===== src/core/bpp_pkg.sv =====
// package: register map, field positions and reset values of the port
package bpp_pkg;

  // ----------------------------------------------------------------
  // register offsets
  // ----------------------------------------------------------------
  localparam logic [7:0] BPP_OFF_PIN_DATA   = 8'h06; // port_pin_data
  localparam logic [7:0] BPP_OFF_OPTION     = 8'h81; // option_control
  localparam logic [7:0] BPP_OFF_DIRECTION  = 8'h86; // port_direction
  localparam logic [7:0] BPP_OFF_INT_CTRL   = 8'h0B; // interrupt_control
  localparam logic [7:0] BPP_OFF_INT_MASK   = 8'h8B; // interrupt mask
  localparam logic [7:0] BPP_OFF_SYS_CTRL   = 8'h8C; // lvp / sleep control

  // ----------------------------------------------------------------
  // field positions
  // ----------------------------------------------------------------
  localparam int BPP_BIT_PULLUP_N  = 7; // pullup_enable_n in option
  localparam int BPP_BIT_EXT_EDGE  = 6; // ext_edge_select in option
  localparam int BPP_BIT_CHANGE    = 0; // port_change_flag
  localparam int BPP_BIT_EXT_INT   = 1; // external edge flag
  localparam int BPP_BIT_LVP       = 0; // low_voltage_programming
  localparam int BPP_BIT_SLEEP     = 1; // sleep request
  localparam int BPP_PIN_LVP       = 3; // third_port_pin
  localparam int BPP_PIN_EXT       = 0; // ext_interrupt_pin
  localparam int BPP_WATCH_LO      = 4; // lowest change_watch_pins bit

  // ----------------------------------------------------------------
  // reset values
  // ----------------------------------------------------------------
  localparam logic [7:0] BPP_RST_OPTION    = 8'hFF;
  localparam logic [7:0] BPP_RST_DIRECTION = 8'hFF;
  localparam logic [7:0] BPP_RST_LATCH     = 8'h00;
  localparam logic [7:0] BPP_RST_SYS_CTRL  = 8'h01; // lvp on, awake
  localparam logic [1:0] BPP_RST_FLAGS     = 2'h0;

endpackage : bpp_pkg


===== src/core/bpp_port.sv =====
// module: 8-bit bidirectional port with pull-ups and change interrupt
`timescale 1ns/10ps

module bpp_port
  import bpp_pkg::*;
#(
  parameter int WIDTH = 8 // pins in the port
) (
  // clock and reset
  input  wire logic             i_clk,
  input  wire logic             i_srst,
  // register port
  input  wire logic [7:0]       i_addr,
  input  wire logic [7:0]       i_wdata,
  input  wire logic             i_wr,
  input  wire logic             i_rd,
  output logic      [7:0]       o_rdata,
  // pins
  input  wire logic [WIDTH-1:0] i_pin,
  output logic      [WIDTH-1:0] o_pin,
  output logic      [WIDTH-1:0] o_pin_oe,
  output logic      [WIDTH-1:0] o_pullup_en,
  // peripheral direction override
  input  wire logic [WIDTH-1:0] i_periph_en,
  input  wire logic [WIDTH-1:0] i_periph_out,
  input  wire logic [WIDTH-1:0] i_periph_dir_in,
  // interrupt and power
  output logic                  o_irq,
  output logic                  o_wake,
  output logic                  o_sleep,
  output logic                  o_lvp_pgm
);

  // ----------------------------------------------------------------
  // state
  // ----------------------------------------------------------------
  logic [WIDTH-1:0] sync1_q;          // first synchroniser stage
  logic [WIDTH-1:0] pin_q;            // synchronised pin levels
  logic [WIDTH-1:0] latch_q, latch_d; // output latch
  logic [WIDTH-1:0] dir_q, dir_d;     // direction, 1 = input
  logic [7:0]       opt_q, opt_d;     // option_control
  logic [1:0]       flag_q, flag_d;   // sticky flags
  logic [1:0]       mask_q, mask_d;   // interrupt enables
  logic [1:0]       sys_q, sys_d;     // lvp and sleep
  logic [3:0]       ref_q, ref_d;     // change reference copy
  logic             ext_prev_q;       // last pin 0 level
  logic [2:0]       warm_q, warm_d;   // edge detector warm-up shift
  logic [7:0]       rdata_d;
  logic [WIDTH-1:0] oe_d, out_d, pu_d, eff_in;
  logic [3:0]       watch_in, mismatch;
  logic             change_ev, ext_ev, acc_data;

  // ----------------------------------------------------------------
  // pin synchroniser
  // ----------------------------------------------------------------
  // two flops before any logic reads the pins
  always_ff @(posedge i_clk) begin
    if (i_srst) begin
      sync1_q <= '0;
      pin_q   <= '0;
    end else begin
      sync1_q <= i_pin;
      pin_q   <= sync1_q;
    end
  end

  // ----------------------------------------------------------------
  // per-pin drive
  // ----------------------------------------------------------------
  genvar g;
  generate
    for (g = 0; g < WIDTH; g++) begin : g_pin
      always_comb begin
        if (g == BPP_PIN_LVP && sys_q[BPP_BIT_LVP]) begin
          // pin taken by programming logic: an input only
          eff_in[g] = 1'b1;
          out_d[g]  = 1'b0;
        end else if (i_periph_en[g]) begin
          // peripheral forces direction while enabled
          eff_in[g] = i_periph_dir_in[g];
          out_d[g]  = i_periph_out[g];
        end else begin
          eff_in[g] = dir_q[g];
          out_d[g]  = latch_q[g];
        end
        oe_d[g] = ~eff_in[g];
        // pull-up only on inputs with the active-low enable clear
        pu_d[g] = eff_in[g] & ~opt_q[BPP_BIT_PULLUP_N];
      end
    end
  endgenerate

  // ----------------------------------------------------------------
  // change and edge detection
  // ----------------------------------------------------------------
  always_comb begin
    acc_data  = (i_rd | i_wr) && i_addr == BPP_OFF_PIN_DATA;
    watch_in  = pin_q[WIDTH-1:BPP_WATCH_LO];
    // outputs drop out of the comparison
    mismatch  = (watch_in ^ ref_q) & eff_in[WIDTH-1:BPP_WATCH_LO];
    change_ev = |mismatch;
    // refresh the reference on any data access, ending a mismatch
    ref_d     = acc_data ? watch_in : ref_q;
    // both detector flops start at zero, so the first genuine pin
    // level after reset would pass for a rising edge on pin 0; edges
    // count only once the synchroniser and last-level flop are full
    warm_d    = {warm_q[1:0], 1'b1};
    ext_ev    = warm_q[2] & (opt_q[BPP_BIT_EXT_EDGE]
              ? (pin_q[BPP_PIN_EXT] & ~ext_prev_q)
              : (~pin_q[BPP_PIN_EXT] & ext_prev_q));
  end

  // ----------------------------------------------------------------
  // register writes and flags
  // ----------------------------------------------------------------
  always_comb begin
    latch_d = latch_q;
    dir_d   = dir_q;
    opt_d   = opt_q;
    mask_d  = mask_q;
    sys_d   = sys_q;
    flag_d  = flag_q;
    if (i_wr) begin
      case (i_addr)
        BPP_OFF_PIN_DATA:  latch_d = i_wdata[WIDTH-1:0];
        BPP_OFF_DIRECTION: dir_d   = i_wdata[WIDTH-1:0];
        BPP_OFF_OPTION:    opt_d   = i_wdata;
        BPP_OFF_INT_MASK:  mask_d  = i_wdata[1:0];
        BPP_OFF_SYS_CTRL:  sys_d   = i_wdata[1:0];
        // writing zero clears a flag
        BPP_OFF_INT_CTRL:  flag_d  = flag_q & i_wdata[1:0];
        default:           flag_d  = flag_q;
      endcase
    end
    // hardware set wins over a software clear in the same cycle
    if (change_ev) begin
      flag_d[BPP_BIT_CHANGE] = 1'b1;
    end
    if (ext_ev) begin
      flag_d[BPP_BIT_EXT_INT] = 1'b1;
    end
    // a change event ends sleep
    if (change_ev) begin
      sys_d[BPP_BIT_SLEEP] = 1'b0;
    end
  end

  // ----------------------------------------------------------------
  // read data
  // ----------------------------------------------------------------
  always_comb begin
    rdata_d = 8'h00;
    if (i_rd) begin
      case (i_addr)
        BPP_OFF_PIN_DATA:  rdata_d = 8'(pin_q);
        BPP_OFF_DIRECTION: rdata_d = 8'(dir_q);
        BPP_OFF_OPTION:    rdata_d = opt_q;
        BPP_OFF_INT_CTRL:  rdata_d = {6'h00, flag_q};
        BPP_OFF_INT_MASK:  rdata_d = {6'h00, mask_q};
        BPP_OFF_SYS_CTRL:  rdata_d = {6'h00, sys_q};
        default:           rdata_d = 8'h00; // unmapped reads zero
      endcase
    end
  end

  // ----------------------------------------------------------------
  // registers
  // ----------------------------------------------------------------
  always_ff @(posedge i_clk) begin
    if (i_srst) begin
      latch_q     <= WIDTH'(BPP_RST_LATCH);
      dir_q       <= WIDTH'(BPP_RST_DIRECTION);
      opt_q       <= BPP_RST_OPTION;
      mask_q      <= BPP_RST_FLAGS;
      flag_q      <= BPP_RST_FLAGS;
      sys_q       <= BPP_RST_SYS_CTRL[1:0];
      ref_q       <= '0;
      ext_prev_q  <= 1'b0;
      warm_q      <= '0;
      o_rdata     <= 8'h00;
      o_pin       <= '0;
      o_pin_oe    <= '0;
      o_pullup_en <= '0;
      o_irq       <= 1'b0;
      o_wake      <= 1'b0;
      o_sleep     <= 1'b0;
      o_lvp_pgm   <= BPP_RST_SYS_CTRL[BPP_BIT_LVP];
    end else begin
      latch_q     <= latch_d;
      dir_q       <= dir_d;
      opt_q       <= opt_d;
      mask_q      <= mask_d;
      flag_q      <= flag_d;
      sys_q       <= sys_d;
      ref_q       <= ref_d;
      ext_prev_q  <= pin_q[BPP_PIN_EXT];
      warm_q      <= warm_d;
      o_rdata     <= rdata_d;
      o_pin       <= out_d;
      o_pin_oe    <= oe_d;
      o_pullup_en <= pu_d;
      o_irq       <= |(flag_d & mask_d);
      o_wake      <= change_ev;
      o_sleep     <= sys_d[BPP_BIT_SLEEP];
      o_lvp_pgm   <= sys_d[BPP_BIT_LVP];
    end
  end
endmodule : bpp_port


===== config.mk =====
export PLATFORM = sky130hd
export DESIGN_NAME = bpp_port
export DESIGN_NICKNAME = d
export VERILOG_FILES = /design/src/core/bpp_pkg.sv /design/src/core/bpp_port.sv
export SDC_FILE = /design/constraint.sdc
export NUM_CORES = 1
export LEC_CHECK = 0
export BUFFER_PORTS_ARGS = -buffer_cell sky130_fd_sc_hd__buf_2
export CAP_MARGIN = 5
export CELL_PAD_IN_SITES_DETAIL_PLACEMENT = 1
export CELL_PAD_IN_SITES_GLOBAL_PLACEMENT = 2
export CORE_AREA = 5 5 111 113
export DETAILED_ROUTE_END_ITERATION = 16
export DIE_AREA = 0 0 116 118
export PLACE_DENSITY = 0.75
export RECOVER_POWER = 50
export REMOVE_ABC_BUFFERS = 1
export SETUP_SLACK_MARGIN = 0.2
export SYNTH_ARGS = -nofsm -noshare
export SYNTH_HDL_FRONTEND = slang
export SYNTH_SLANG_ARGS = --single-unit

===== constraint.sdc =====
create_clock -name i_clk -period 2 [get_ports i_clk]
set_clock_uncertainty 0.2 [all_clocks]
set_input_delay 0.2 -clock i_clk [delete_from_list [all_inputs] [get_ports i_clk]]
set_output_delay 0.2 -clock i_clk [all_outputs]
set_load 0.01 [all_outputs]

==> results of run 1 <==
[report_power, final]
part           internal (mW)  switching [mW]  total (mW)  leakage [nW]
logic                  0.152           0.135       0.287          1.14
registers               1.79          0.0128        1.80         0.717
clock network          0.854           0.664        1.52         0.130
total                   2.79           0.812        3.61          1.99
[critical path: stages]
cell           delay [ns]
dlygate4sd3_1        0.53
buf_2                0.12
mux2_1               0.35
a22oi_2              0.20
a21oi_1              0.10
and2b_1              0.26
o2bb2ai_1            0.06
[cells in the mapped netlist, types with 2 or more instances]
library cell | n | area share (%)
nand3_4 | 2 | 1.1
nor2_1 | 34 | 3.9
mux2i_1 | 43 | 13
nand2b_1 | 3 | 0.57
inv_1 | 3 | 0.34
a21oi_1 | 2 | 0.31
a22oi_1 | 10 | 2.3
dfxtp_1 | 88 | 54
a21boi_1 | 2 | 0.46
buf_2 | 4 | 0.61
clkbuf_1 | 4 | 0.46
nand2_1 | 21 | 2.4
a22o_1 | 10 | 2.7
nor3_1 | 3 | 0.46
and2_1 | 3 | 0.57
nand3_1 | 2 | 0.31
mux2_2 | 5 | 1.7
o21ai_1 | 3 | 0.46
buf_1 | 3 | 0.34
xor2_1 | 4 | 1.1
buf_4 | 2 | 0.46
o21ai_0 | 4 | 0.61
nor2b_1 | 29 | 5.5
[worst max-delay path by stage]
stage	from	end	slack, ns	depth (start not counted)
after CTS	i_periph_dir_in[6]	o_irq	0.26	7
after floorplan	i_addr[5]	ref_q[0]	0.03	5
after global placement	i_addr[5]	o_irq	0.25	7
final	i_periph_dir_in[6]	o_irq	0.22	7
after detailed placement	i_addr[5]	o_irq	0.21	7
after global routing	i_srst	o_irq	0.12	4
[logic make-up (layout without fill, tap and decap cells)]
logic type             count (synthesis)  count (layout)
flip-flops                            88              88
AND/OR/NAND/NOR                      113             113
XOR/XNOR                               4               4
buffers and inverters                 17             155
multiplexers                          48              48
AO/OA/AOI/OAI                         34              34
[flip-flops by register name, summed over array words and instances (netlist names), 3 cells and up]
| signal | cells |
|---|---|
| o_rdata | 8 |
| dir_q | 8 |
| pin_q | 8 |
| o_pin_oe | 8 |
| ref_q | 4 |
| warm_q | 3 |
| latch_q | 8 |
| opt_q | 8 |
| o_pin | 8 |
| sync1_q | 8 |
| o_pullup_en | 8 |
[routing by layer]
layer / vias up / share of wire [%]
met5: - / 0.19
met4: 2 / 1.9
met3: 19 / 5.9
met2: 68 / 49
met1: 1255 / 43
li1: 1311 / -
[final cells by class]
class | count | area, µm²
Multi-Input combinational cell | 199 | 1440
Inverter | 3 | 11.3
Tap cell | 143 | 179
Clock inverter | 4 | 22.5
Clock buffer | 10 | 239
Fill cell | 1278 | 6700
Sequential cell | 88 | 1760
Timing Repair Buffer | 138 | 877
[what timing repair did]
action	CTS	global route
endpoints found under the setup margin	0	2
resized for setup	0	1
hold buffers	43	0
hold endpoints to repair	48	0
setup buffers	0	0
[stage by stage]
step	hold slack, ns	utilization [%]
finish	0.0228	40.3
global route	0.0127	40.3
CTS	0.00929	40.7
detailed placement	0.215	34.5
global placement	0.214	34.5
floorplan	0.0691	-
==> metrics.cfg, run 1 <==
[outcome]
status = complete, no violations

[sta]
fin_crit_ns = 1.78
finalHoldViolations = 0
slew_violations = 0
rsz0062_at_grt = false
clock.fmax_mhz = 561
fin_ws_ns = 0.218
final-setup-viol-count = 0
setup_tns_ns = 0
min_period_over_period_pct = 89.1
relSlewSlack_pct = 41.3
tightest_slew_ns = 0.880

[logic_synthesis]
avgSynthCellArea_um2 = 10.8
synth_mux_area_share_pct = 14.9
synth_top_family_by_area = simple AND/OR/NAND/NOR gates
ys_ff_latch = 88
async_flop_share_pct = 0
ys_seq_area_share_pct = 53.8
synth_compound_area_share_pct = 7.56
synthesis.area_um2 = 3280
synthAdderAreaFrac_pct = 0
synth_ff_type = dfxtp_1
synthXorXnorAreaFrac_pct = 1.07
yosys.cell_types.count = 43
synth_edf_count = 0
synth_cells = 304
yosys.area_share.simple_pct = 20.2
synth_warnings = 0

[floorplanning]
dieHeight_um = 118
num_io_pins = 88
rows = 39
dieArea_um2 = 13700
coreArea_um2 = 11200
start_util_pct = 29.2
die_width_um = 116

[final_layout]
final_cell_mix = dfxtp_1, buf_2, mux2i_1, dlygate4sd3_1, clkbuf_1
syn_to_final_growth_pct = 38.2
diodes = 0
final_cells = 585
final_layout_size_suffix_gt1_share_pct = 19.9
fin_nets = 491
final_common_cell = dfxtp_1
finish.instance_area_um2 = 4530

[placed_design]
place_ws_ns = 0.210
dpl_cell_area_um2 = 3880
post-dp-hpwl_mm = 6.67
io_buffers = 87
dp.cells = 528
place_congestion = 0.786

[cts]
clockBufferDepth = 2
clk_pin_slew_ns = 0.06
cts_sinks = 88
cts_tree = built
root_buffer = clkbuf_16
htreeDepth = 3
insertion_delay_ns = 0.34
cts_buffers = 9

[min_path]
holdPathStages = 3
min-delay-start = i_periph_en[3]
worstHoldPathType = primary input to flop
min_to = o_pin_oe[3]

[grt]
antenna_found_initial = 1
grt_pass1_wl_mm = 14.6
grt_overflow = 0
grt_pass1_vias = 2870
busiest_layer = met2
grt.met1_usage_pct = 16.7
grt_util_met2_pct = 23.5
grt_use_met3_pct = 4.63
track_usage_pct = 14.0
grt_max_degree = 21

[pwr]
power_leakage_nw = 1.99
p_per_area_nw_per_um2 = 797
power.total_mw = 3.61
peakVddDrop_mv = 0.319

[detailed_routing]
wl_mm = 9.37
drc = 0
final_antenna_net_count = 0
drt_iter0_markers = 117
routedWlPerCell_um = 16.0
viasPerCell = 4.54
num_vias = 2655
drt_first_pass_iters = 4

[setup_path]
rrSetupSlack_ns = 0.37
reg2reg_to = o_irq
crit_required_ns = 2.02
endpoint_kind = flop
ff2ff_path_depth = 5
timing.rr.start = dir_q[7]
path_class = primary input to flop
startpoint_type = primary input
timing.critical_path.fanout_max = 3
cp.arrival_ns = 1.81

[job]
cap_violations = 0

(Power assumes the default switching activity.)
==> run 2, diff against run 1 <==
==> constraint.sdc (replaced) <==
create_clock -name i_clk -period 2 [get_ports i_clk]
set_clock_uncertainty 0.2 [all_clocks]
set_input_delay 0.2 -clock i_clk [delete_from_list [all_inputs] [get_ports i_clk]]
set_output_delay 0.2 -clock i_clk [all_outputs]
set_load 0.02 [all_outputs]
==> metrics.cfg, run 2 (synthesized netlist as in run 1, its figures left out) <==
[cts]
cts_sinks = 88  ; unchanged
htreeDepth = 3  ; unchanged
clockBufferDepth = 2  ; unchanged
root_buffer = clkbuf_16
cts_buffers = 9  ; unchanged
insertion_delay_ns = 0.34  ; about the same
cts_tree = built
clk_pin_slew_ns = 0.06  ; about the same
cts_setup_buffers = 0  ; unchanged

[setup_path]
reg2reg_to = o_irq
startpoint_type = primary input
cp_top_family = buffers and inverters
crit_required_ns = 2.02  ; about the same
timing.critical_path.fanout_max = 3  ; unchanged
ff2ff_path_depth = 5  ; unchanged
path_class = primary input to flop
cpPeakStageDelay_ns = 0.53  ; about the same
path_cells = dlygate4sd3_1 -> buf_2 -> mux2_1 -> a22oi_2 -> a21oi_1 -> and2b_1 -> o2bb2ai_1
rrSetupSlack_ns = 0.37  ; about the same
critPathSlowestCell = dlygate4sd3_1
timing.rr.start = dir_q[7]
cp.arrival_ns = 1.81  ; about the same
endpoint_kind = flop
worst-path-buf-inv = 2  ; unchanged

[floorplanning]
start_util_pct = 29.2  ; unchanged
num_io_pins = 88  ; unchanged
dieHeight_um = 118  ; unchanged
rows = 39  ; unchanged
dieArea_um2 = 13700  ; unchanged
coreArea_um2 = 11200  ; unchanged
die_width_um = 116  ; unchanged

[placed_design]
dpl_cell_area_um2 = 3880  ; unchanged
io_buffers = 87  ; unchanged
dp.cells = 528  ; unchanged
place_ws_ns = 0.210  ; unchanged
post-dp-hpwl_mm = 6.67  ; unchanged
place_congestion = 0.786  ; unchanged

[final_layout]
final.fill_count = 1277  ; -0.078%
finish.instance_area_um2 = 4530  ; about the same
final_layout_size_suffix_gt1_share_pct = 20.1  ; +0.23 points
final_cells = 585  ; unchanged
final_common_cell = dfxtp_1
diodes = 0  ; unchanged
final_cell_mix = dfxtp_1, buf_2, mux2i_1, dlygate4sd3_1
fin_nets = 491  ; unchanged
postLayoutCoreUtil_pct = 40.3  ; about the same
syn_to_final_growth_pct = 38.2  ; about the same

[sta]
relSlewSlack_pct = 41.3  ; unchanged
finalHoldViolations = 0  ; unchanged
rsz0062_at_grt = false
setup_tns_ns = 0  ; unchanged
fin_ws_ns = 0.218  ; -0.0000370 ns
fin_crit_ns = 1.78  ; +0.0000370 ns
min_period_over_period_pct = 89.1  ; about the same
final-setup-viol-count = 0  ; unchanged
slew_violations = 0  ; unchanged
tightest_slew_ns = 0.880  ; unchanged
clock.fmax_mhz = 561  ; about the same

[detailed_routing]
wl_mm = 9.37  ; about the same
num_vias = 2655  ; unchanged
drt_first_pass_iters = 4  ; unchanged
final_antenna_net_count = 0  ; unchanged
drt_iter0_markers = 117  ; unchanged
routedWlPerCell_um = 16.0  ; about the same
drc = 0  ; unchanged
viasPerCell = 4.54  ; unchanged

[pwr]
p_per_area_nw_per_um2 = 799  ; +0.24%
power_leakage_nw = 2.00  ; +0.22%
combPwrFrac_pct = 8.2  ; +0.2 points
peakVddDrop_mv = 0.319  ; about the same
swShare_pct = 22.7  ; +0.21 points
pwr-share-seq_pct = 49.8  ; about the same
power.internal_mw = 2.79  ; about the same
pwr-share-clk_pct = 42.0  ; about the same
power.switching_mw = 0.821  ; +1.2%

[grt]
grt_max_degree = 21  ; unchanged
track_usage_pct = 14.0  ; unchanged
antenna_found_initial = 1  ; unchanged
grt_pass1_vias = 2870  ; unchanged
grt_overflow = 0  ; unchanged
grt_pass1_wl_mm = 14.6  ; unchanged

[min_path]
worstHoldPathType = primary input to flop
min-delay-start = i_periph_en[3]
holdPathStages = 3  ; unchanged
min_to = o_pin_oe[3]

[outcome]
status = complete, no violations

[job]
cap_violations = 0  ; unchanged

## run 2: layout make-up
cell class / count / area [µm²] / share of cell area (%)
clock buffers: 10 / 239 / 5.28
inverters: 3 / 11.3 / 0.249
multi-input cells: 199 / 1440 / 31.7
well taps: 143 / 179 / 3.95
flip-flops and latches: 88 / 1760 / 38.9
clock inverters: 4 / 22.5 / 0.498
repair buffers: 138 / 878 / 19.4
## run 2: tightest hold or removal path: cells and delay by family
| kind | cells | cell delay, ns |
|---|---|---|
| buf+inv | 1 | 0.10 |
| simple gates | 1 | 0.04 |
| mux | 1 | 0.17 |
## run 2: worst max path at each step
stage / from / to / slack (ns) / cells after the start
2_1_floorplan: i_addr[5] / ref_q[0] / 0.03 / 5
3_3_place_gp: i_addr[5] / o_irq / 0.25 / 7
3_5_place_dp: i_addr[5] / o_irq / 0.21 / 7
4_1_cts: i_periph_dir_in[6] / o_irq / 0.26 / 7
5_1_grt: i_srst / o_irq / 0.12 / 4
6_report: i_periph_dir_in[6] / o_irq / 0.22 / 7
## run 2: per-layer routing
metal / up-vias / wire, µm / track usage, % / part of all wire (%)
li1: 1311 / - / - / -
met1: 1255 / 4040 / 16.7 / 43
met2: 68 / 4580 / 23.5 / 49
met3: 19 / 549 / 4.63 / 5.9
met4: 2 / 182 / 4.42 / 1.9
met5: - / 18 / 0 / 0.19
## run 2: timing repair
| item | in CTS | in global routing |
|---|---|---|
| endpoints found under the setup margin | 0 | 2 |
| gates resized for setup | 0 | 1 |
| hold buffers | 43 | 0 |
| endpoints found under the hold margin | 48 | 0 |
## run 2: power by group through the flow
| stage | Clock [mW] | Combinational [mW] | Sequential [mW] |
|---|---|---|---|
| floorplan | 0 | 0.0853 | 1.85 |
| global placement | 0 | 0.235 | 1.84 |
| detailed placement | 0 | 0.239 | 1.84 |
| CTS | 1.57 | 0.303 | 1.80 |
| global route | 1.64 | 0.326 | 1.80 |
| finish | 1.52 | 0.297 | 1.80 |
## run 2: stage by stage
step                hold slack [ns]  total power [mW]
floorplan                    0.0691              1.94
detailed placement            0.215              2.08
global route                 0.0127              3.77
finish                       0.0228              3.62
global placement              0.214              2.07
CTS                         0.00929              3.67
